## src/hw/ipu_pkg.sv

```systemverilog
package ipu_pkg;
  // ==========================================
  // Register map (word index, byte address = 4 * index)
  localparam int IPU_ADDR_W = 4;
  localparam logic [1:0] IPU_IDX_CTRL = 2'h0;
  localparam logic [1:0] IPU_IDX_TXPL = 2'h1;
  localparam logic [1:0] IPU_IDX_RXPL = 2'h2;
  localparam logic [1:0] IPU_BYTE_OFS = 2'h0;
  localparam logic [7:0] IPU_TXPL_RST = 8'h00;
  localparam logic [7:0] IPU_RXPL_RST = 8'h00;
  localparam logic [3:0] IPU_EVSRC_RST = 4'h0;
  // ==========================================
  // Field encodings
  localparam logic [1:0] IPU_MODE_IR = 2'h2;
  localparam logic [7:0] IPU_TXPL_316 = 8'h00;
  localparam logic [7:0] IPU_TXPL_PASS = 8'hFF;
  localparam logic [7:0] IPU_RXPL_OFF = 8'h00;
  localparam int IPU_EV_EN_BIT = 3;
  localparam logic [3:0] IPU_SIXTEENTHS = 4'h3;
  localparam logic [8:0] IPU_ONE9 = 9'h001;
  // ==========================================
  // Whole module state
  typedef struct packed {
    logic [3:0] ev_select;
    logic [7:0] txpl;
    logic [7:0] rxpl;
    logic [7:0] rdata;
    logic ready;
    logic slverr;
    logic tx_pin;
    logic urx;
    logic tx_on;
    logic [7:0] tx_cnt;
    logic [8:0] f_cnt;
    logic f_last;
    logic f_lvl;
  } ipu_state_t;
endpackage : ipu_pkg

```

## src/hw/ipu_codec.sv

```systemverilog
`timescale 1ns/1ps
`default_nettype none
// How it works
// - Codec switches in only when the transceiver mode field selects infrared.
// - Pin levels are the inverse of the infrared pulse sent or received.
// - A chosen event channel replaces the receive pin as decoder input.
// - Transmit length zero gives pulses of 3/16 bit period.
// - Transmit length 1 to 254 gives pulses of that many clocks.
// - Fixed length pulses start on the bit clock rising edge.
// - Transmit length 255 passes transmit and receive through unchanged.
// - Length settings do nothing unless infrared mode is selected.
// - Receive length zero means no receive filtering.
// - Receive length x accepts a level after x+1 equal samples.
// - Accepted high pulse decodes as 0, short pulses decode as 1.
// - Selector 0000 means no event, 1nnn means event channel n.
module ipu_codec (
  input wire logic pclk,
  input wire logic presetn,
  input wire logic psel,
  input wire logic penable,
  input wire logic pwrite,
  input wire logic [ipu_pkg::IPU_ADDR_W-1:0] paddr,
  input wire logic [31:0] pwdata,
  output logic [31:0] prdata,
  output logic pready,
  output logic pslverr,
  input wire logic [1:0] communication_mode,
  input wire logic usart_tx,
  output logic usart_rx,
  input wire logic bit_tick,
  input wire logic sample_tick,
  input wire logic [7:0] event_in,
  input wire logic rx_pin,
  output logic tx_pin
);

  ipu_pkg::ipu_state_t r_reg;
  ipu_pkg::ipu_state_t r_next;

  logic ir_mode;
  logic coded;
  logic ev_on;
  logic rx_src;
  logic [1:0] idx;
  logic mapped;

  // ==========================================
  // Routing decisions
  assign ir_mode = communication_mode == ipu_pkg::IPU_MODE_IR;
  assign coded = r_reg.txpl != ipu_pkg::IPU_TXPL_PASS;
  assign ev_on = r_reg.ev_select[ipu_pkg::IPU_EV_EN_BIT];
  assign rx_src = ev_on ? event_in[r_reg.ev_select[2:0]] : rx_pin;
  assign idx = paddr[ipu_pkg::IPU_ADDR_W-1:2];
  assign mapped = (paddr[1:0] == ipu_pkg::IPU_BYTE_OFS) &&
                  (idx == ipu_pkg::IPU_IDX_CTRL || idx == ipu_pkg::IPU_IDX_TXPL ||
                   idx == ipu_pkg::IPU_IDX_RXPL);

  always_comb begin
    logic s;
    logic [8:0] need;
    s = 1'b0;
    need = 9'h000;
    r_next = r_reg;
    // ==========================================
    // APB slave: ready in first access cycle
    r_next.ready = psel && !penable;
    if (psel && !penable) begin
      r_next.slverr = !mapped;
      case (idx)
        ipu_pkg::IPU_IDX_CTRL: r_next.rdata = {4'h0, r_reg.ev_select};
        ipu_pkg::IPU_IDX_TXPL: r_next.rdata = r_reg.txpl;
        ipu_pkg::IPU_IDX_RXPL: r_next.rdata = r_reg.rxpl;
        default: r_next.rdata = 8'h00;
      endcase
      if (!mapped) begin
        r_next.rdata = 8'h00;
      end
    end
    if (psel && penable && r_reg.ready && pwrite && mapped) begin
      case (idx)
        ipu_pkg::IPU_IDX_CTRL: r_next.ev_select = pwdata[3:0];
        ipu_pkg::IPU_IDX_TXPL: r_next.txpl = pwdata[7:0];
        ipu_pkg::IPU_IDX_RXPL: r_next.rxpl = pwdata[7:0];
        default: r_next.ev_select = r_reg.ev_select;
      endcase
    end
    // ==========================================
    // Transmit pulse generator
    if (!r_reg.tx_on) begin
      if (bit_tick && !usart_tx && coded) begin
        r_next.tx_on = 1'b1;
        r_next.tx_cnt = (r_reg.txpl == ipu_pkg::IPU_TXPL_316) ? 8'h00 : 8'h01;
      end
    end else if (r_reg.txpl == ipu_pkg::IPU_TXPL_316) begin
      if (sample_tick) begin
        r_next.tx_cnt = r_reg.tx_cnt + 8'h01;
        if (r_reg.tx_cnt + 8'h01 >= {4'h0, ipu_pkg::IPU_SIXTEENTHS}) begin
          r_next.tx_on = 1'b0;
        end
      end
    end else if (r_reg.tx_cnt >= r_reg.txpl) begin
      r_next.tx_on = 1'b0;
    end else begin
      r_next.tx_cnt = r_reg.tx_cnt + 8'h01;
    end
    if (!ir_mode || !coded) begin
      r_next.tx_on = 1'b0;
      r_next.tx_pin = usart_tx;
    end else begin
      r_next.tx_pin = !r_next.tx_on;
    end
    // ==========================================
    // Receive filter, one sample per clock
    s = !rx_src;
    need = {1'b0, r_reg.rxpl} + ipu_pkg::IPU_ONE9;
    if (s != r_reg.f_last) begin
      r_next.f_cnt = ipu_pkg::IPU_ONE9;
    end else if (r_reg.f_cnt < need) begin
      r_next.f_cnt = r_reg.f_cnt + ipu_pkg::IPU_ONE9;
    end
    r_next.f_last = s;
    if (r_reg.rxpl == ipu_pkg::IPU_RXPL_OFF || r_next.f_cnt >= need) begin
      r_next.f_lvl = s;
    end
    if (!ir_mode) begin
      r_next.urx = rx_pin;
    end else if (!coded) begin
      r_next.urx = rx_src;
    end else begin
      r_next.urx = !r_next.f_lvl;
    end
  end

  always_ff @(posedge pclk or negedge presetn) begin
    if (!presetn) begin
      r_reg <= '{
        ev_select: ipu_pkg::IPU_EVSRC_RST,
        txpl: ipu_pkg::IPU_TXPL_RST,
        rxpl: ipu_pkg::IPU_RXPL_RST,
        rdata: 8'h00,
        ready: 1'b0,
        slverr: 1'b0,
        tx_pin: 1'b1,
        urx: 1'b1,
        tx_on: 1'b0,
        tx_cnt: 8'h00,
        f_cnt: 9'h000,
        f_last: 1'b0,
        f_lvl: 1'b0
      };
    end else begin
      r_reg <= r_next;
    end
  end

  assign prdata = {24'h000000, r_reg.rdata};
  assign pready = r_reg.ready;
  assign pslverr = r_reg.slverr;
  assign tx_pin = r_reg.tx_pin;
  assign usart_rx = r_reg.urx;
endmodule : ipu_codec
`default_nettype wire

```

## config.mk

```make
export PLATFORM = sky130hd
export DESIGN_NAME = ipu_codec
export DESIGN_NICKNAME = d
export VERILOG_FILES = /design/src/hw/ipu_pkg.sv /design/src/hw/ipu_codec.sv
export SDC_FILE = /design/constraint.sdc
export NUM_CORES = 1
export LEC_CHECK = 0
export ABC_AREA = 1
export BUFFER_PORTS_ARGS = -buffer_cell sky130_fd_sc_hd__buf_2
export CORE_MARGIN = 8
export CORE_UTILIZATION = 32
export CTS_CLUSTER_DIAMETER = 40
export DETAILED_ROUTE_END_ITERATION = 12
export SYNTH_ARGS = -nofsm -noshare
export SYNTH_HDL_FRONTEND = slang
export SYNTH_SLANG_ARGS = --single-unit
```

## constraint.sdc

```tcl
create_clock -name pclk -period 3.9 [get_ports pclk]
set_input_delay 0.78 -clock pclk [delete_from_list [all_inputs] [get_ports pclk]]
set_output_delay 0.78 -clock pclk [all_outputs]
set_load 0.05 [all_outputs]
```

==> results.rst <==
.. list-table::
   :header-rows: 1

   * - Metric
     - Value
   * - Status
     - completed
   * - DR iter-0 viols
     - about 180
   * - Arrival time of the worst setup path
     - 3.90 ns
   * - Worst-Margin Slew
     - between 0.9 and 1 ns
   * - Worst slew margin
     - 0.3861
   * - Vertical extent of the die
     - 121.5 µm
   * - Yosys warnings
     - 0
   * - Worst hold path cell count
     - 2
   * - Final setup fails
     - 0
   * - Mean routed wirelength per cell
     - 13.36 µm
   * - Effective utilization at floorplan
     - 0.3288
   * - # Max-Cap Violations
     - 0
   * - Cell class contributing the biggest share of worst-path delay
     - simple AND/OR/NAND/NOR gates
   * - Vias in the first global route
     - 2916
   * - Reg2reg start
     - r_reg[32]
   * - Path depth of the worst reg2reg path
     - 26
   * - N_diodes
     - 0
   * - R2r setup slk
     - 0.25 ns
   * - Hold Path Origin
     - prdata[1]
   * - Number of fill cells in the layout
     - 1158
   * - Post-detailed-route count of antenna-violating nets
     - 0
   * - RSZ-0062 raised after global routing
     - yes
   * - Die W
     - 121.5 µm
   * - Worst R2R End
     - usart_rx
   * - Post-synthesis register bit count
     - 52
   * - Share of post-route cells with drive strength above 1
     - 0.1855
   * - Setup slack at placement
     - ~0.14 ns
   * - Number of enable flip-flop cells after synthesis
     - 0
   * - Count of unique library cells instantiated by Yosys
     - between 40 and 50
   * - Required @ worst endpoint
     - 4.15 ns
   * - Number of buffers created by CTS
     - 5
   * - Highest ir drop seen on vdd
     - around 0.16 mV
   * - Clock tree from TritonCTS
     - done
   * - Path class of the lowest-slack min-delay path
     - reg -> reg
   * - Crit path depth
     - 26
   * - Initial antenna violation count
     - 0
   * - Placer Congestion
     - 0.8660
   * - H-tree levels
     - 2
   * - HPWL Detailed
     - 6.915 mm
   * - Maximum clock frequency
     - 274.0 MHz
   * - Clock latency reported for the late side of the worst-skew pair
     - 0.32 ns
   * - Routed wire length
     - 8.495 mm
   * - Avg Cell Area, Syn
     - 7.957 µm²
   * - Sequential-to-total area share from yosys stat
     - 0.3657
   * - Post-route cell area
     - approximately 0.004 mm²
   * - Maximum number of pins on one net before global-route repair
     - 41
   * - Clock-pin slew on the worst setup and hold paths
     - 0.11 ns
   * - Vias per cell
     - 4.745
   * - Wire length of the first global-routing pass
     - 13.80 mm
   * - Post-route setup slack
     - 0.2507 ns
   * - Leakage power
     - 1.994 nW
   * - Aggregate global routing overflow
     - 0
   * - Cell with the biggest individual delay on the critical path
     - sky130_fd_sc_hd__dfrtp_1
   * - Area growth from synthesis to layout
     - 11.93%
   * - Accumulated negative setup slack
     - 0 ns
   * - Crit path time final
     - about 3.6 ns
   * - Buffers plus inverters on the worst setup path
     - 1
   * - Ys flop type
     - sky130_fd_sc_hd__dfrtp_1
   * - Clk sinks
     - 52
   * - CP Capture Type
     - flip-flop
   * - Total die area
     - 0.01477 mm²
   * - Buffers from clock root to sink, at most
     - 2
   * - Detailed-route via count
     - 3018
   * - Power per cell area
     - 382.4 mW/mm²
   * - Tot GR Track Use
     - 0.1150
   * - Gate Count Post-Synth
     - between 400 and 500
   * - Longest individual stage delay on the worst path
     - 0.43 ns
   * - Hold EP
     - prdata[1]
   * - Max reg flops
     - 39
   * - Overall power of the completed layout
     - 1.526 mW
   * - I/O Pins
     - 91
   * - Share of the cycle needed by the critical path after routing
     - 0.9357
   * - Largest fanout of any net on the critical path
     - 6
   * - Synthesized area
     - 0.003565 mm²
   * - Core region area
     - 0.01084 mm²
   * - Post-route DRC violation count
     - 0
   * - Final Net Count
     - 578
   * - Core utilization of the finished layout
     - 0.3681
   * - Input/output buffers
     - between 40 and 50
   * - Post-route clock skew
     - 0.01157 ns
   * - Standard-cell rows
     - 38
   * - Number of pins exceeding their max-slew limit in the final report
     - 0
   * - Detailed-routing iteration count for the pre-antenna-repair pass
     - 4
   * - Crit Path Category
     - reg -> reg
   * - Root cell of the clock tree
     - sky130_fd_sc_hd__clkbuf_8
   * - Cell seen most often among critical-path stages
     - sky130_fd_sc_hd__nand2_1
   * - Commonest non-fill, non-tap cells in the layout
     - sky130_fd_sc_hd__inv_1, sky130_fd_sc_hd__nand2_1, sky130_fd_sc_hd__dfrtp_1
   * - Kind of start point of the critical path
     - flip-flop
   * - Most common cell after layout, fill and taps aside
     - sky130_fd_sc_hd__inv_1
   * - Placed cell area
     - between 0.003 and 0.004 mm²
   * - Share of flip-flops with an asynchronous set or reset
     - 1.000
   * - Final-report hold violation count
     - 0
-- worst reg2reg max path, stage by stage, from the launching register on --
cell	delay [ns]
sky130_fd_sc_hd__dfrtp_1	0.43
sky130_fd_sc_hd__ha_2	0.22
sky130_fd_sc_hd__nand2_2	0.06
sky130_fd_sc_hd__nor2_2	0.12
sky130_fd_sc_hd__xor2_1	0.23
sky130_fd_sc_hd__ha_1	0.30
sky130_fd_sc_hd__a21oi_2	0.14
sky130_fd_sc_hd__o21ai_1	0.09
sky130_fd_sc_hd__nand4_1	0.15
sky130_fd_sc_hd__nand3_4	0.14
sky130_fd_sc_hd__inv_4	0.11
sky130_fd_sc_hd__nand4_4	0.11
sky130_fd_sc_hd__nor3_4	0.21
sky130_fd_sc_hd__nand2_1	0.08
sky130_fd_sc_hd__xor2_1	0.14
sky130_fd_sc_hd__nor2_1	0.17
sky130_fd_sc_hd__ha_1	0.27
sky130_fd_sc_hd__nand2_2	0.07
sky130_fd_sc_hd__nor2_1	0.05
sky130_fd_sc_hd__nand2_1	0.07
sky130_fd_sc_hd__nor2_2	0.04
sky130_fd_sc_hd__nor2_2	0.09
sky130_fd_sc_hd__nand2_1	0.06
sky130_fd_sc_hd__nand2_1	0.06
sky130_fd_sc_hd__nand3_1	0.07
sky130_fd_sc_hd__nand2_1	0.07
sky130_fd_sc_hd__nand2_1	0.05
-- area by class of cell --
cell class	count	area, µm²	share of cell area
Tap cell	140	175.2	0.04390
Multi-Input combinational cell	308	1844	0.4622
Clock buffer	5	68.82	0.01725
Timing Repair Buffer	52	285.3	0.07150
Sequential cell	52	1304	0.3267
Inverter	76	287.8	0.07212
Clock inverter	3	25.02	0.006272
-- where the power goes --
| group | switching (mW) | leakage [nW] | internal (mW) |
|---|---|---|---|
| Sequential | 0.0388 | 0.701 | 0.574 |
| Combinational | 0.374 | 1.25 | 0.209 |
| Clock | 0.198 | 0.0452 | 0.131 |
-- Yosys cell counts (2+ instances only) --
cell type,count,area [µm²]
sky130_fd_sc_hd__nand3_1,22,110.1
sky130_fd_sc_hd__nand4_1,14,87.58
sky130_fd_sc_hd__a22o_1,4,35.03
sky130_fd_sc_hd__xor2_1,11,96.34
sky130_fd_sc_hd__dfrtp_1,50,1251
sky130_fd_sc_hd__nand2_2,7,43.79
sky130_fd_sc_hd__nor2_1,31,116.4
sky130_fd_sc_hd__a21oi_1,18,90.09
sky130_fd_sc_hd__inv_2,5,18.77
sky130_fd_sc_hd__o211ai_1,2,15.01
sky130_fd_sc_hd__nor3b_1,2,15.01
sky130_fd_sc_hd__xnor2_1,2,17.52
sky130_fd_sc_hd__o21ai_0,42,210.2
sky130_fd_sc_hd__nand2_1,66,247.7
sky130_fd_sc_hd__nand3_2,2,20.02
sky130_fd_sc_hd__nor4_1,2,12.51
sky130_fd_sc_hd__o21ai_1,2,10.01
sky130_fd_sc_hd__o22ai_1,7,43.79
sky130_fd_sc_hd__nor3_1,2,10.01
sky130_fd_sc_hd__buf_4,32,240.2
sky130_fd_sc_hd__o31ai_1,4,30.03
sky130_fd_sc_hd__inv_1,70,262.8
sky130_fd_sc_hd__clkbuf_1,2,7.510
sky130_fd_sc_hd__dfstp_2,2,52.55
sky130_fd_sc_hd__ha_1,28,350.3
-- per-stage QoR --
step           cells  hold WS [ns]
2_1_floorplan    471        0.4542
3_3_place_gp     621        0.4724
3_5_place_dp     621        0.4775
4_1_cts          629        0.5034
5_1_grt          636        0.5323
6_report         636        0.5011
-- routing by layer --
layer	GRT usage	share of wire	up-vias
met3	0.01990	0.053	8
met5	0	0	-
met4	0.04163	0.013	0
li1	-	-	1524
met2	0.1900	0.47	63
met1	0.1478	0.46	1423
-- kinds of logic (layout without fill, tap and decap cells) --
kind of cell / after synthesis / after routing / share of synthesized area
AND/OR/NAND/NOR: 155 / 155 / 0.2050
buffers and inverters: 111 / 136 / 0.1527
AO/OA/AOI/OAI: 88 / 88 / 0.1453
flip-flops: 52 / 52 / 0.3657
adder cells (fa/ha/maj): 28 / 28 / 0.09828
XOR/XNOR: 13 / 13 / 0.03194
other: 1 / 24 / 0.001052
-- timing repair --
action | in CTS | in global routing
setup endpoints to repair | 0 | 2
setup buffers | 0 | 7
gates resized for setup | 0 | 13
hold buffers | 0 | 0
-- how the worst max path moves through the flow --
| stage | startpoint | end | slack [ns] |
|---|---|---|---|
| 2_1_floorplan | r_reg[32] | r_reg[0] | 0.66 |
| 3_3_place_gp | r_reg[32] | usart_rx | 0.19 |
| 3_5_place_dp | r_reg[32] | usart_rx | 0.14 |
| 4_1_cts | r_reg[32] | usart_rx | 0.12 |
| 5_1_grt | r_reg[33] | usart_rx | -0.1 |
| 6_report | r_reg[32] | usart_rx | 0.25 |
No activity file was read; power rests on OpenSTA's default activity.
